File: src/rtl/fmt_pkg.sv
// constants, register map and mode type for the four-mode timer bank
package fmt_pkg;
    localparam int N_TIMERS = 4;
    localparam int ADDR_W = 8;
    localparam int DATA_W = 32;
    localparam int TIME_W = 22;
    // 99:59:59 expressed in tenths of a second
    localparam logic [TIME_W-1:0] TIME_MAX = 22'h36EE76;
    localparam logic [TIME_W-1:0] TIME_ZERO = 22'h000000;
    localparam logic [TIME_W-1:0] TIME_ONE = 22'h000001;

    // timer index in addr[7:4], register in addr[3:0]
    localparam int IDX_LSB = 4;
    localparam int IDX_W = 4;
    localparam logic [3:0] REG_TYPE = 4'h0;
    localparam logic [3:0] REG_TIME = 4'h4;
    localparam logic [3:0] REG_ELAPSED = 4'h8;
    localparam logic [3:0] REG_STATUS = 4'hC;

    // status register bit positions
    localparam int ST_OUT = 0;
    localparam int ST_TRIG = 1;
    localparam int ST_INPUT = 2;
    localparam int ST_COUNTING = 3;

    // software encoding of the type field
    localparam logic [2:0] CODE_OFF = 3'h0;
    localparam logic [2:0] CODE_PULSE = 3'h1;
    localparam logic [2:0] CODE_DELAY = 3'h2;
    localparam logic [2:0] CODE_ONESHOT = 3'h3;
    localparam logic [2:0] CODE_MINON = 3'h4;

    // time base
    localparam int CLK_PERIOD_NS = 100;
    localparam int TICK_PERIOD_NS = 100000000;
    localparam int TICK_CYCLES = TICK_PERIOD_NS / CLK_PERIOD_NS;

    typedef enum logic [2:0] {
        MODE_OFF,
        MODE_PULSE,
        MODE_DELAY,
        MODE_ONESHOT,
        MODE_MINON
    } fmt_mode_t;
endpackage

File: src/rtl/fmt_timer_bank.sv
// bank of independent four-mode function timers with a plain register port
// Functional notes
// - up to four independent timers, own mode each
// - type selector: off, pulse, delay, countdown, min-on
// - pulse mode: rising input sets output
// - pulse: output low once elapsed reaches duration
// - pulse: retrigger while high restarts elapsed
// - pulse: triggered flag follows output
// - delay: output low until input held long
// - delay: elapsed counts while high, zero low
// - delay: output high until input drops
// - delay: triggered flag follows input
// - countdown: nonzero duration write sets output
// - countdown: duration decrements, zero clears output
// - countdown: duration writable at any time
// - countdown: no reload after reaching zero
// - countdown: input gates count and output
// - countdown: triggered on write, cleared at end
// - min-on: rising input sets output
// - min-on: falling input starts timing to off
// - min-on: input back high clears elapsed
// - min-on: triggered while elapsed above zero
// - times span zero to 99:59:59, copied
//
// Added by the designer: the plain strobed port and the address map.
module fmt_timer_bank
    import fmt_pkg::*;
#(
    parameter int NT = N_TIMERS,
    parameter int TICKS = TICK_CYCLES
) (
    input wire logic clk,                   // 10 MHz system clock
    input wire logic reset_n,               // asynchronous reset, active low
    input wire logic [ADDR_W-1:0] addr,     // register byte address
    input wire logic [DATA_W-1:0] wdata,    // write data
    input wire logic wr_en,                 // write strobe
    input wire logic rd_en,                 // read strobe
    output logic [DATA_W-1:0] rdata,        // read data, cycle after rd_en
    input wire logic [NT-1:0] timer_in,     // trigger or gate inputs, asynchronous
    output logic [NT-1:0] timer_out,        // timer outputs
    output logic [NT-1:0] timer_trig        // timing indicators
);
    localparam int TCW = $clog2(TICKS + 1);

    // saturating increment keeps elapsed inside the printed range
    function automatic logic [TIME_W-1:0] tinc(input logic [TIME_W-1:0] v);
        tinc = (v >= TIME_MAX) ? TIME_MAX : v + TIME_ONE;
    endfunction

    function automatic logic [TIME_W-1:0] tclamp(input logic [DATA_W-1:0] v);
        tclamp = (v > DATA_W'(TIME_MAX)) ? TIME_MAX : v[TIME_W-1:0];
    endfunction

    function automatic fmt_mode_t decode_mode(input logic [2:0] c);
        case (c)
            CODE_PULSE: decode_mode = MODE_PULSE;
            CODE_DELAY: decode_mode = MODE_DELAY;
            CODE_ONESHOT: decode_mode = MODE_ONESHOT;
            CODE_MINON: decode_mode = MODE_MINON;
            default: decode_mode = MODE_OFF;
        endcase
    endfunction

    function automatic logic [2:0] encode_mode(input fmt_mode_t m);
        case (m)
            MODE_PULSE: encode_mode = CODE_PULSE;
            MODE_DELAY: encode_mode = CODE_DELAY;
            MODE_ONESHOT: encode_mode = CODE_ONESHOT;
            MODE_MINON: encode_mode = CODE_MINON;
            default: encode_mode = CODE_OFF;
        endcase
    endfunction

    // input synchronisers; in_meta is read only by in_s
    logic [NT-1:0] in_meta;
    logic [NT-1:0] in_s;
    logic [NT-1:0] in_d;

    // tenth-second time base
    logic [TCW-1:0] tick_cnt;
    logic [TCW-1:0] next_tick_cnt;
    logic tick;
    logic next_tick;

    // per-timer state
    fmt_mode_t mode [NT];
    fmt_mode_t next_mode [NT];
    logic [TIME_W-1:0] dur [NT];
    logic [TIME_W-1:0] next_dur [NT];
    logic [TIME_W-1:0] elapsed [NT];
    logic [TIME_W-1:0] next_elapsed [NT];
    logic [TIME_W-1:0] limit [NT];
    logic [TIME_W-1:0] next_limit [NT];
    logic [NT-1:0] armed;
    logic [NT-1:0] next_armed;
    logic [NT-1:0] counting;
    logic [NT-1:0] next_counting;
    logic [NT-1:0] next_out;
    logic [NT-1:0] next_trig;
    logic [DATA_W-1:0] next_rdata;

    logic [IDX_W-1:0] acc_idx;
    logic [3:0] acc_reg;
    assign acc_idx = addr[IDX_LSB+IDX_W-1:IDX_LSB];
    assign acc_reg = addr[3:0];

    always_comb begin
        next_tick = 1'b0;
        next_tick_cnt = tick_cnt + TCW'(1);
        if (tick_cnt >= TCW'(TICKS - 1)) begin
            next_tick_cnt = '0;
            next_tick = 1'b1;
        end
    end

    always_comb begin
        logic rise;
        logic fall;
        logic [TIME_W-1:0] lim;
        logic [TIME_W-1:0] inc;
        rise = 1'b0;
        fall = 1'b0;
        lim = TIME_ZERO;
        inc = TIME_ZERO;
        for (int i = 0; i < NT; i++) begin
            next_mode[i] = mode[i];
            next_dur[i] = dur[i];
            next_elapsed[i] = elapsed[i];
            next_limit[i] = limit[i];
            next_armed[i] = armed[i];
            next_counting[i] = counting[i];
            next_out[i] = timer_out[i];
            next_trig[i] = timer_trig[i];
            rise = in_s[i] & ~in_d[i];
            fall = ~in_s[i] & in_d[i];
            inc = tinc(elapsed[i]);
            case (mode[i])
                MODE_PULSE: begin
                    if (rise) begin
                        // start or retrigger: fresh copy of the duration
                        next_out[i] = 1'b1;
                        next_elapsed[i] = TIME_ZERO;
                        next_limit[i] = dur[i];
                    end else if (timer_out[i] && tick) begin
                        next_elapsed[i] = inc;
                        if (inc >= limit[i]) begin
                            next_out[i] = 1'b0;
                        end
                    end
                    next_trig[i] = next_out[i];
                end
                MODE_DELAY: begin
                    if (!in_s[i]) begin
                        next_elapsed[i] = TIME_ZERO;
                        next_out[i] = 1'b0;
                    end else begin
                        lim = rise ? dur[i] : limit[i];
                        if (rise) begin
                            next_limit[i] = dur[i];
                        end
                        if (tick && !rise && elapsed[i] < lim) begin
                            next_elapsed[i] = inc;
                        end
                        // once reached, stays high while input holds
                        next_out[i] = timer_out[i] | (next_elapsed[i] >= lim);
                    end
                    next_trig[i] = in_s[i];
                end
                MODE_ONESHOT: begin
                    next_elapsed[i] = TIME_ZERO;
                    // the duration itself runs down; nothing reloads it
                    if (tick && armed[i] && in_s[i] && dur[i] != TIME_ZERO) begin
                        next_dur[i] = dur[i] - TIME_ONE;
                    end
                    next_armed[i] = armed[i] && next_dur[i] != TIME_ZERO;
                    next_out[i] = next_armed[i] && in_s[i];
                    next_trig[i] = next_armed[i];
                end
                MODE_MINON: begin
                    if (rise) begin
                        next_out[i] = 1'b1;
                        next_elapsed[i] = TIME_ZERO;
                        next_counting[i] = 1'b0;
                    end else if (fall && timer_out[i]) begin
                        next_counting[i] = 1'b1;
                        next_limit[i] = dur[i];
                    end else if (counting[i] && tick) begin
                        if (inc >= limit[i]) begin
                            // done: clearing elapsed drops the indicator with the output
                            next_out[i] = 1'b0;
                            next_counting[i] = 1'b0;
                            next_elapsed[i] = TIME_ZERO;
                        end else begin
                            next_elapsed[i] = inc;
                        end
                    end
                    next_trig[i] = next_elapsed[i] != TIME_ZERO;
                end
                default: begin
                    next_elapsed[i] = TIME_ZERO;
                    next_out[i] = 1'b0;
                    next_trig[i] = 1'b0;
                    next_armed[i] = 1'b0;
                    next_counting[i] = 1'b0;
                end
            endcase
            // software writes win over the timing above in the same cycle
            if (wr_en && acc_idx == IDX_W'(i)) begin
                if (acc_reg == REG_TYPE) begin
                    next_mode[i] = decode_mode(wdata[2:0]);
                    next_elapsed[i] = TIME_ZERO;
                    next_out[i] = 1'b0;
                    next_trig[i] = 1'b0;
                    next_armed[i] = 1'b0;
                    next_counting[i] = 1'b0;
                end else if (acc_reg == REG_TIME) begin
                    next_dur[i] = tclamp(wdata);
                    if (mode[i] == MODE_ONESHOT) begin
                        next_armed[i] = tclamp(wdata) != TIME_ZERO;
                        next_out[i] = next_armed[i] && in_s[i];
                        next_trig[i] = next_armed[i];
                    end
                end
            end
        end
    end

    always_comb begin
        next_rdata = '0;
        if (rd_en && acc_idx < IDX_W'(NT)) begin
            for (int i = 0; i < NT; i++) begin
                if (acc_idx == IDX_W'(i)) begin
                    case (acc_reg)
                        REG_TYPE: next_rdata = DATA_W'(encode_mode(mode[i]));
                        REG_TIME: next_rdata = DATA_W'(dur[i]);
                        REG_ELAPSED: next_rdata = DATA_W'(elapsed[i]);
                        REG_STATUS: begin
                            next_rdata[ST_OUT] = timer_out[i];
                            next_rdata[ST_TRIG] = timer_trig[i];
                            next_rdata[ST_INPUT] = in_s[i];
                            next_rdata[ST_COUNTING] = counting[i] | armed[i];
                        end
                        default: next_rdata = '0;
                    endcase
                end
            end
        end
    end

    always_ff @(posedge clk or negedge reset_n) begin
        if (!reset_n) begin
            in_meta <= '0;
            in_s <= '0;
            in_d <= '0;
            tick_cnt <= '0;
            tick <= 1'b0;
            armed <= '0;
            counting <= '0;
            timer_out <= '0;
            timer_trig <= '0;
            rdata <= '0;
            for (int i = 0; i < NT; i++) begin
                mode[i] <= MODE_OFF;
                dur[i] <= TIME_ZERO;
                elapsed[i] <= TIME_ZERO;
                limit[i] <= TIME_ZERO;
            end
        end else begin
            in_meta <= timer_in;
            in_s <= in_meta;
            in_d <= in_s;
            tick_cnt <= next_tick_cnt;
            tick <= next_tick;
            armed <= next_armed;
            counting <= next_counting;
            timer_out <= next_out;
            timer_trig <= next_trig;
            rdata <= next_rdata;
            for (int i = 0; i < NT; i++) begin
                mode[i] <= next_mode[i];
                dur[i] <= next_dur[i];
                elapsed[i] <= next_elapsed[i];
                limit[i] <= next_limit[i];
            end
        end
    end

    for (genvar g = 0; g < NT; g++) begin : g_chk
        logic wr_g;
        logic rise_g;
        logic fall_g;
        assign wr_g = wr_en && acc_idx == IDX_W'(g);
        assign rise_g = in_s[g] & ~in_d[g];
        assign fall_g = ~in_s[g] & in_d[g];

    end
endmodule

File: config.mk
export PLATFORM = sky130hd
export DESIGN_NAME = fmt_timer_bank
export DESIGN_NICKNAME = d
export VERILOG_FILES = /design/src/rtl/fmt_pkg.sv /design/src/rtl/fmt_timer_bank.sv
export SDC_FILE = /design/constraint.sdc
export NUM_CORES = 2
export LEC_CHECK = 0
export ABC_CLOCK_PERIOD_IN_PS = 10600
export BUFFER_PORTS_ARGS = -buffer_cell sky130_fd_sc_hd__buf_2
export CORE_AREA = 2 2 209 253
export CTS_CLUSTER_DIAMETER = 150
export DETAILED_ROUTE_END_ITERATION = 10
export DIE_AREA = 0 0 211 255
export PLACE_DENSITY = 0.79
export SYNTH_ARGS = -nofsm -noshare
export SYNTH_HDL_FRONTEND = slang
export SYNTH_SLANG_ARGS = --single-unit
export TNS_END_PERCENT = 10
File: constraint.sdc
create_clock -name clk -period 10.6 [get_ports clk]
set_clock_uncertainty 0.2 [all_clocks]
set_input_delay 2.12 -clock clk [delete_from_list [all_inputs] [get_ports clk]]
set_output_delay 2.12 -clock clk [all_outputs]
set_load 0.01 [all_outputs]
==> out/qor.tcl <==
set qor(ys_types) 90
set qor(cts_root_buffer) {sky130_fd_sc_hd__clkbuf_16}
set qor(netlist.top_cell.by_area) {sky130_fd_sc_hd__dfrtp_1}
set qor(leading_cell_types_in_the_layout_fill_and_taps_excluded) {sky130_fd_sc_hd__nor2_1 (448), sky130_fd_sc_hd__nand2_1 (398), sky130_fd_sc_hd__dfrtp_1 (347)}
set qor(met1_usage) 0.4852
set qor(fmax_mhz) 146.2
set qor(post_drt_wl_per_cell_um) 23.79
set qor(finalSetupViolations) 0
set qor(reg2reg_from) {in_s[0]}
set qor(reg2reg_slack_ns) 3.76
set qor(grt.total_usage) 0.3945
set qor(worst_ir_drop_vdd_mv) 0.1215
set qor(vias_per_cell) 6.839
set qor(pwr_per_cell_area_nw_per_um2) 107.6
set qor(report.final.hold_viol_count) 0
set qor(cts_made_buffers) 41
set qor(first_global_vias) 28790
set qor(grt_antenna_before_repair) 3
set qor(leakage_uw) 0.01408
set qor(setup_crit_path_kind) {register to register}
set qor(totalWireLength_mm) 107.4
set qor(io-pin-count) 88
set qor(slew_viol_final) 0
set qor(total_die_area_um2) 53810
set qor(htree_num_levels) 2
set qor(postCtsSetupRepairBufs) 0
set qor(synth.yosys.seq_area_share) 0.2842
set qor(initial_core_util) 0.5911
set qor(run_status) {complete, no violations}
set qor(design_area_um2) 32260
set qor(tritoncts) {built}
set qor(grt_first_pass_wirelength_mm) 165.0
set qor(synth-async-reset-ratio) 1.000
set qor(grt_util_met2) 0.6086
set qor(core-area_um2) 51680
set qor(place.gp.congestion) 1.063
set qor(grtUsageMet3) 0.08613
set qor(detail_route.first_pass.iterations) 7
set qor(cts_sinks) 347
set qor(synth_enable_flop_cells) 0
set qor(worst_setup_path_end_kind) {register}
set qor(synth_cells) 3971
set qor(dominantRegCellSynth) {sky130_fd_sc_hd__dfrtp_1}
set qor(clkLatencyLatePin_ns) 0.59
set qor(port_buffers) 77
set qor(grt_setup_unrepaired) {no}
set qor(post_synth.cell_area_avg_um2) 7.694
set qor(clk_pin_slew_worst_paths_ns) 0.06
set qor(die_width_um) 211
set qor(post_synthesis_to_final_layout_area_growth_pct) 5.582
set qor(critPathMaxFanout) 50
set qor(globalRoute.busiestLayer) {met2}
set qor(critPathLaunch) {in_s[0]}
set qor(cp_data_arrival_time_ns) 7.12
set qor(dpl-instance-area_um2) 30950
set qor(final_common_cell) {sky130_fd_sc_hd__nor2_1}
set qor(place.detailed.hpwl_mm) 78.78
set qor(antenna_left) 0
set qor(postSynthRegisterBits) 347
set qor(crit_path_start_kind) {register}
set qor(cts_repair_resize_count) 0
set qor(cts-hold-fix-buffers) 0
set qor(max-slew-margin-rel) 0.2001
set qor(die_height_um) 255
set qor(yosysWarningCount) 0
set qor(core.rowCount) 92
set qor(final_critical_delay_including_setup_and_external_delays_ns) 6.841
set qor(synth.area.top_cells) {sky130_fd_sc_hd__dfrtp_1 (28%), sky130_fd_sc_hd__ha_1 (11%), sky130_fd_sc_hd__a21oi_1 (5.6%)}
set qor(fin_crit_sh) 0.6453
set qor(num_vias) 30860
set qor(synth_top_area_share) 0.2842
set qor(grt_overflow_total) 0
set qor(hold_path.class) {register to register}
set qor(max_cap_violations) 0
set qor(critical_path_required_ns) 10.88
set qor(route.detailed.drc) 0
set qor(grt_start_max_net_pins) 97
set qor(synth_area_um2) 30550
set qor(timing_worst_slew_pin_value_ns) 1.191
set qor(min-delay-start) {in_meta[3]}
set qor(finalSetupTns_ns) 0
set qor(clk_path_buf_depth) 3
set qor(initialDrtViolationCount) 3850
set qor(layout-drive-gt1-share) 0.07816
set qor(final_net_count) 4148
-- through the flow --
step | worst slack [ns] | instances | hold slack, ns | total power [µW] | utilization
2_1_floorplan | 4.722 | 3980 | 0.1312 | 1835 | -
3_3_place_gp | 4.141 | 4442 | 0.1524 | 2023 | 0.5989
3_5_place_dp | 4.118 | 4442 | 0.1528 | 2033 | 0.5989
4_1_cts | 3.914 | 4509 | 0.1625 | 3465 | 0.6239
5_1_grt | 3.516 | 4511 | 0.1686 | 3594 | 0.6240
6_report | 3.759 | 4513 | 0.1612 | 3472 | 0.6241
-- worst max-delay path, stage by stage (launching register included) --
cell and delay, ns:
sky130_fd_sc_hd__dfrtp_1 0.53, sky130_fd_sc_hd__nor2b_4 0.20, sky130_fd_sc_hd__buf_4 0.44, sky130_fd_sc_hd__nor2_1 0.08, sky130_fd_sc_hd__a21oi_1 0.19, sky130_fd_sc_hd__ha_1 0.28, sky130_fd_sc_hd__a21o_1 0.17, sky130_fd_sc_hd__a21o_1 0.18
sky130_fd_sc_hd__a2111oi_0 0.92, sky130_fd_sc_hd__o211ai_1 0.21, sky130_fd_sc_hd__a211oi_1 0.30, sky130_fd_sc_hd__a31o_2 0.71, sky130_fd_sc_hd__mux2_2 0.43, sky130_fd_sc_hd__ha_1 0.27, sky130_fd_sc_hd__nand2b_1 0.14, sky130_fd_sc_hd__a21o_1 0.18
sky130_fd_sc_hd__a21oi_1 0.15, sky130_fd_sc_hd__nor2b_1 0.06, sky130_fd_sc_hd__o21ai_0 0.18, sky130_fd_sc_hd__a21o_1 0.15, sky130_fd_sc_hd__a21oi_1 0.07, sky130_fd_sc_hd__o21ai_0 0.29, sky130_fd_sc_hd__a311oi_1 0.15, sky130_fd_sc_hd__a211o_1 0.24
-- cell families (layout without fill, tap and decap cells) --
kind of cell	count (synthesis)	after routing	synth area share
AOI/OAI and AO/OA	1131	1131	0.2315
xor gates and xnor gates	179	179	0.05131
adders and majority gates	273	273	0.1118
buffers and inverters	465	336	0.06012
DFF	347	347	0.2842
muxes	74	74	0.02772
other	1	14	0.0001227
and+or+nand+nor	1501	1501	0.2332
-- registers in the layout, indices dropped and copies added, names as in the netlist, 12 cells and up --
name and flops:
mode 12, tick_cnt 20, elapsed 88, rdata 22, dur 88, limit 88
-- routing by layer --
| layer | share of wire | wire length (µm) |
|---|---|---|
| met1 | 0.37 | 40200 |
| met2 | 0.44 | 46850 |
| met3 | 0.10 | 11250 |
| met4 | 0.084 | 9060 |
| met5 | 0.00010 | 11 |
-- final timing paths --
kind | end | cells past startpoint
min in group asynchronous | elapsed[47] | 1
max in group asynchronous | elapsed[83] | 2
min reg2reg | in_s[3] | 0
max reg2reg | timer_out[0] | 23
min | in_s[3] | 0
max | timer_out[0] | 23
-- Yosys cell counts (15+ instances only) --
master	count
sky130_fd_sc_hd__o22ai_1	44
sky130_fd_sc_hd__a22o_1	47
sky130_fd_sc_hd__a211oi_1	24
sky130_fd_sc_hd__mux2i_1	16
sky130_fd_sc_hd__xnor2_1	105
sky130_fd_sc_hd__nor3_1	134
sky130_fd_sc_hd__and2_1	23
sky130_fd_sc_hd__o31ai_1	23
sky130_fd_sc_hd__o21a_1	17
sky130_fd_sc_hd__nand3_1	122
sky130_fd_sc_hd__a21oi_1	344
sky130_fd_sc_hd__a31oi_1	63
sky130_fd_sc_hd__or2_2	15
sky130_fd_sc_hd__buf_1	26
sky130_fd_sc_hd__o211ai_1	24
sky130_fd_sc_hd__clkbuf_1	267
sky130_fd_sc_hd__a21o_1	53
sky130_fd_sc_hd__o21ai_0	276
sky130_fd_sc_hd__inv_1	142
sky130_fd_sc_hd__nand4_1	71
sky130_fd_sc_hd__a22oi_1	69
sky130_fd_sc_hd__nand2_1	398
sky130_fd_sc_hd__xor2_1	74
sky130_fd_sc_hd__a221oi_1	32
sky130_fd_sc_hd__nand2b_1	36
sky130_fd_sc_hd__nor4_1	58
sky130_fd_sc_hd__nor2b_1	33
sky130_fd_sc_hd__nor2_1	453
sky130_fd_sc_hd__ha_1	273
sky130_fd_sc_hd__dfrtp_1	347
sky130_fd_sc_hd__and3_1	48
sky130_fd_sc_hd__or3_1	27
sky130_fd_sc_hd__mux2_2	55
-- cell type report --
class | instances | area [µm²]
Tap cell | 658 | 823.3
Sequential cell | 347 | 8683
Fill cell | 4641 | 19430
Clock inverter | 14 | 175.2
Timing Repair Buffer | 127 | 770.7
Clock buffer | 53 | 1121
Multi-Input combinational cell | 3168 | 20140
Inverter | 142 | 533.0
Antenna cell | 4 | 10.01
-- report_power, final --
group          switching [µW]  internal [µW]  leakage, µW
Clock                     607            836     0.000638
Sequential               84.5           1380      0.00469
Combinational             369            198      0.00875
Power figures use the tool's default switching activity.
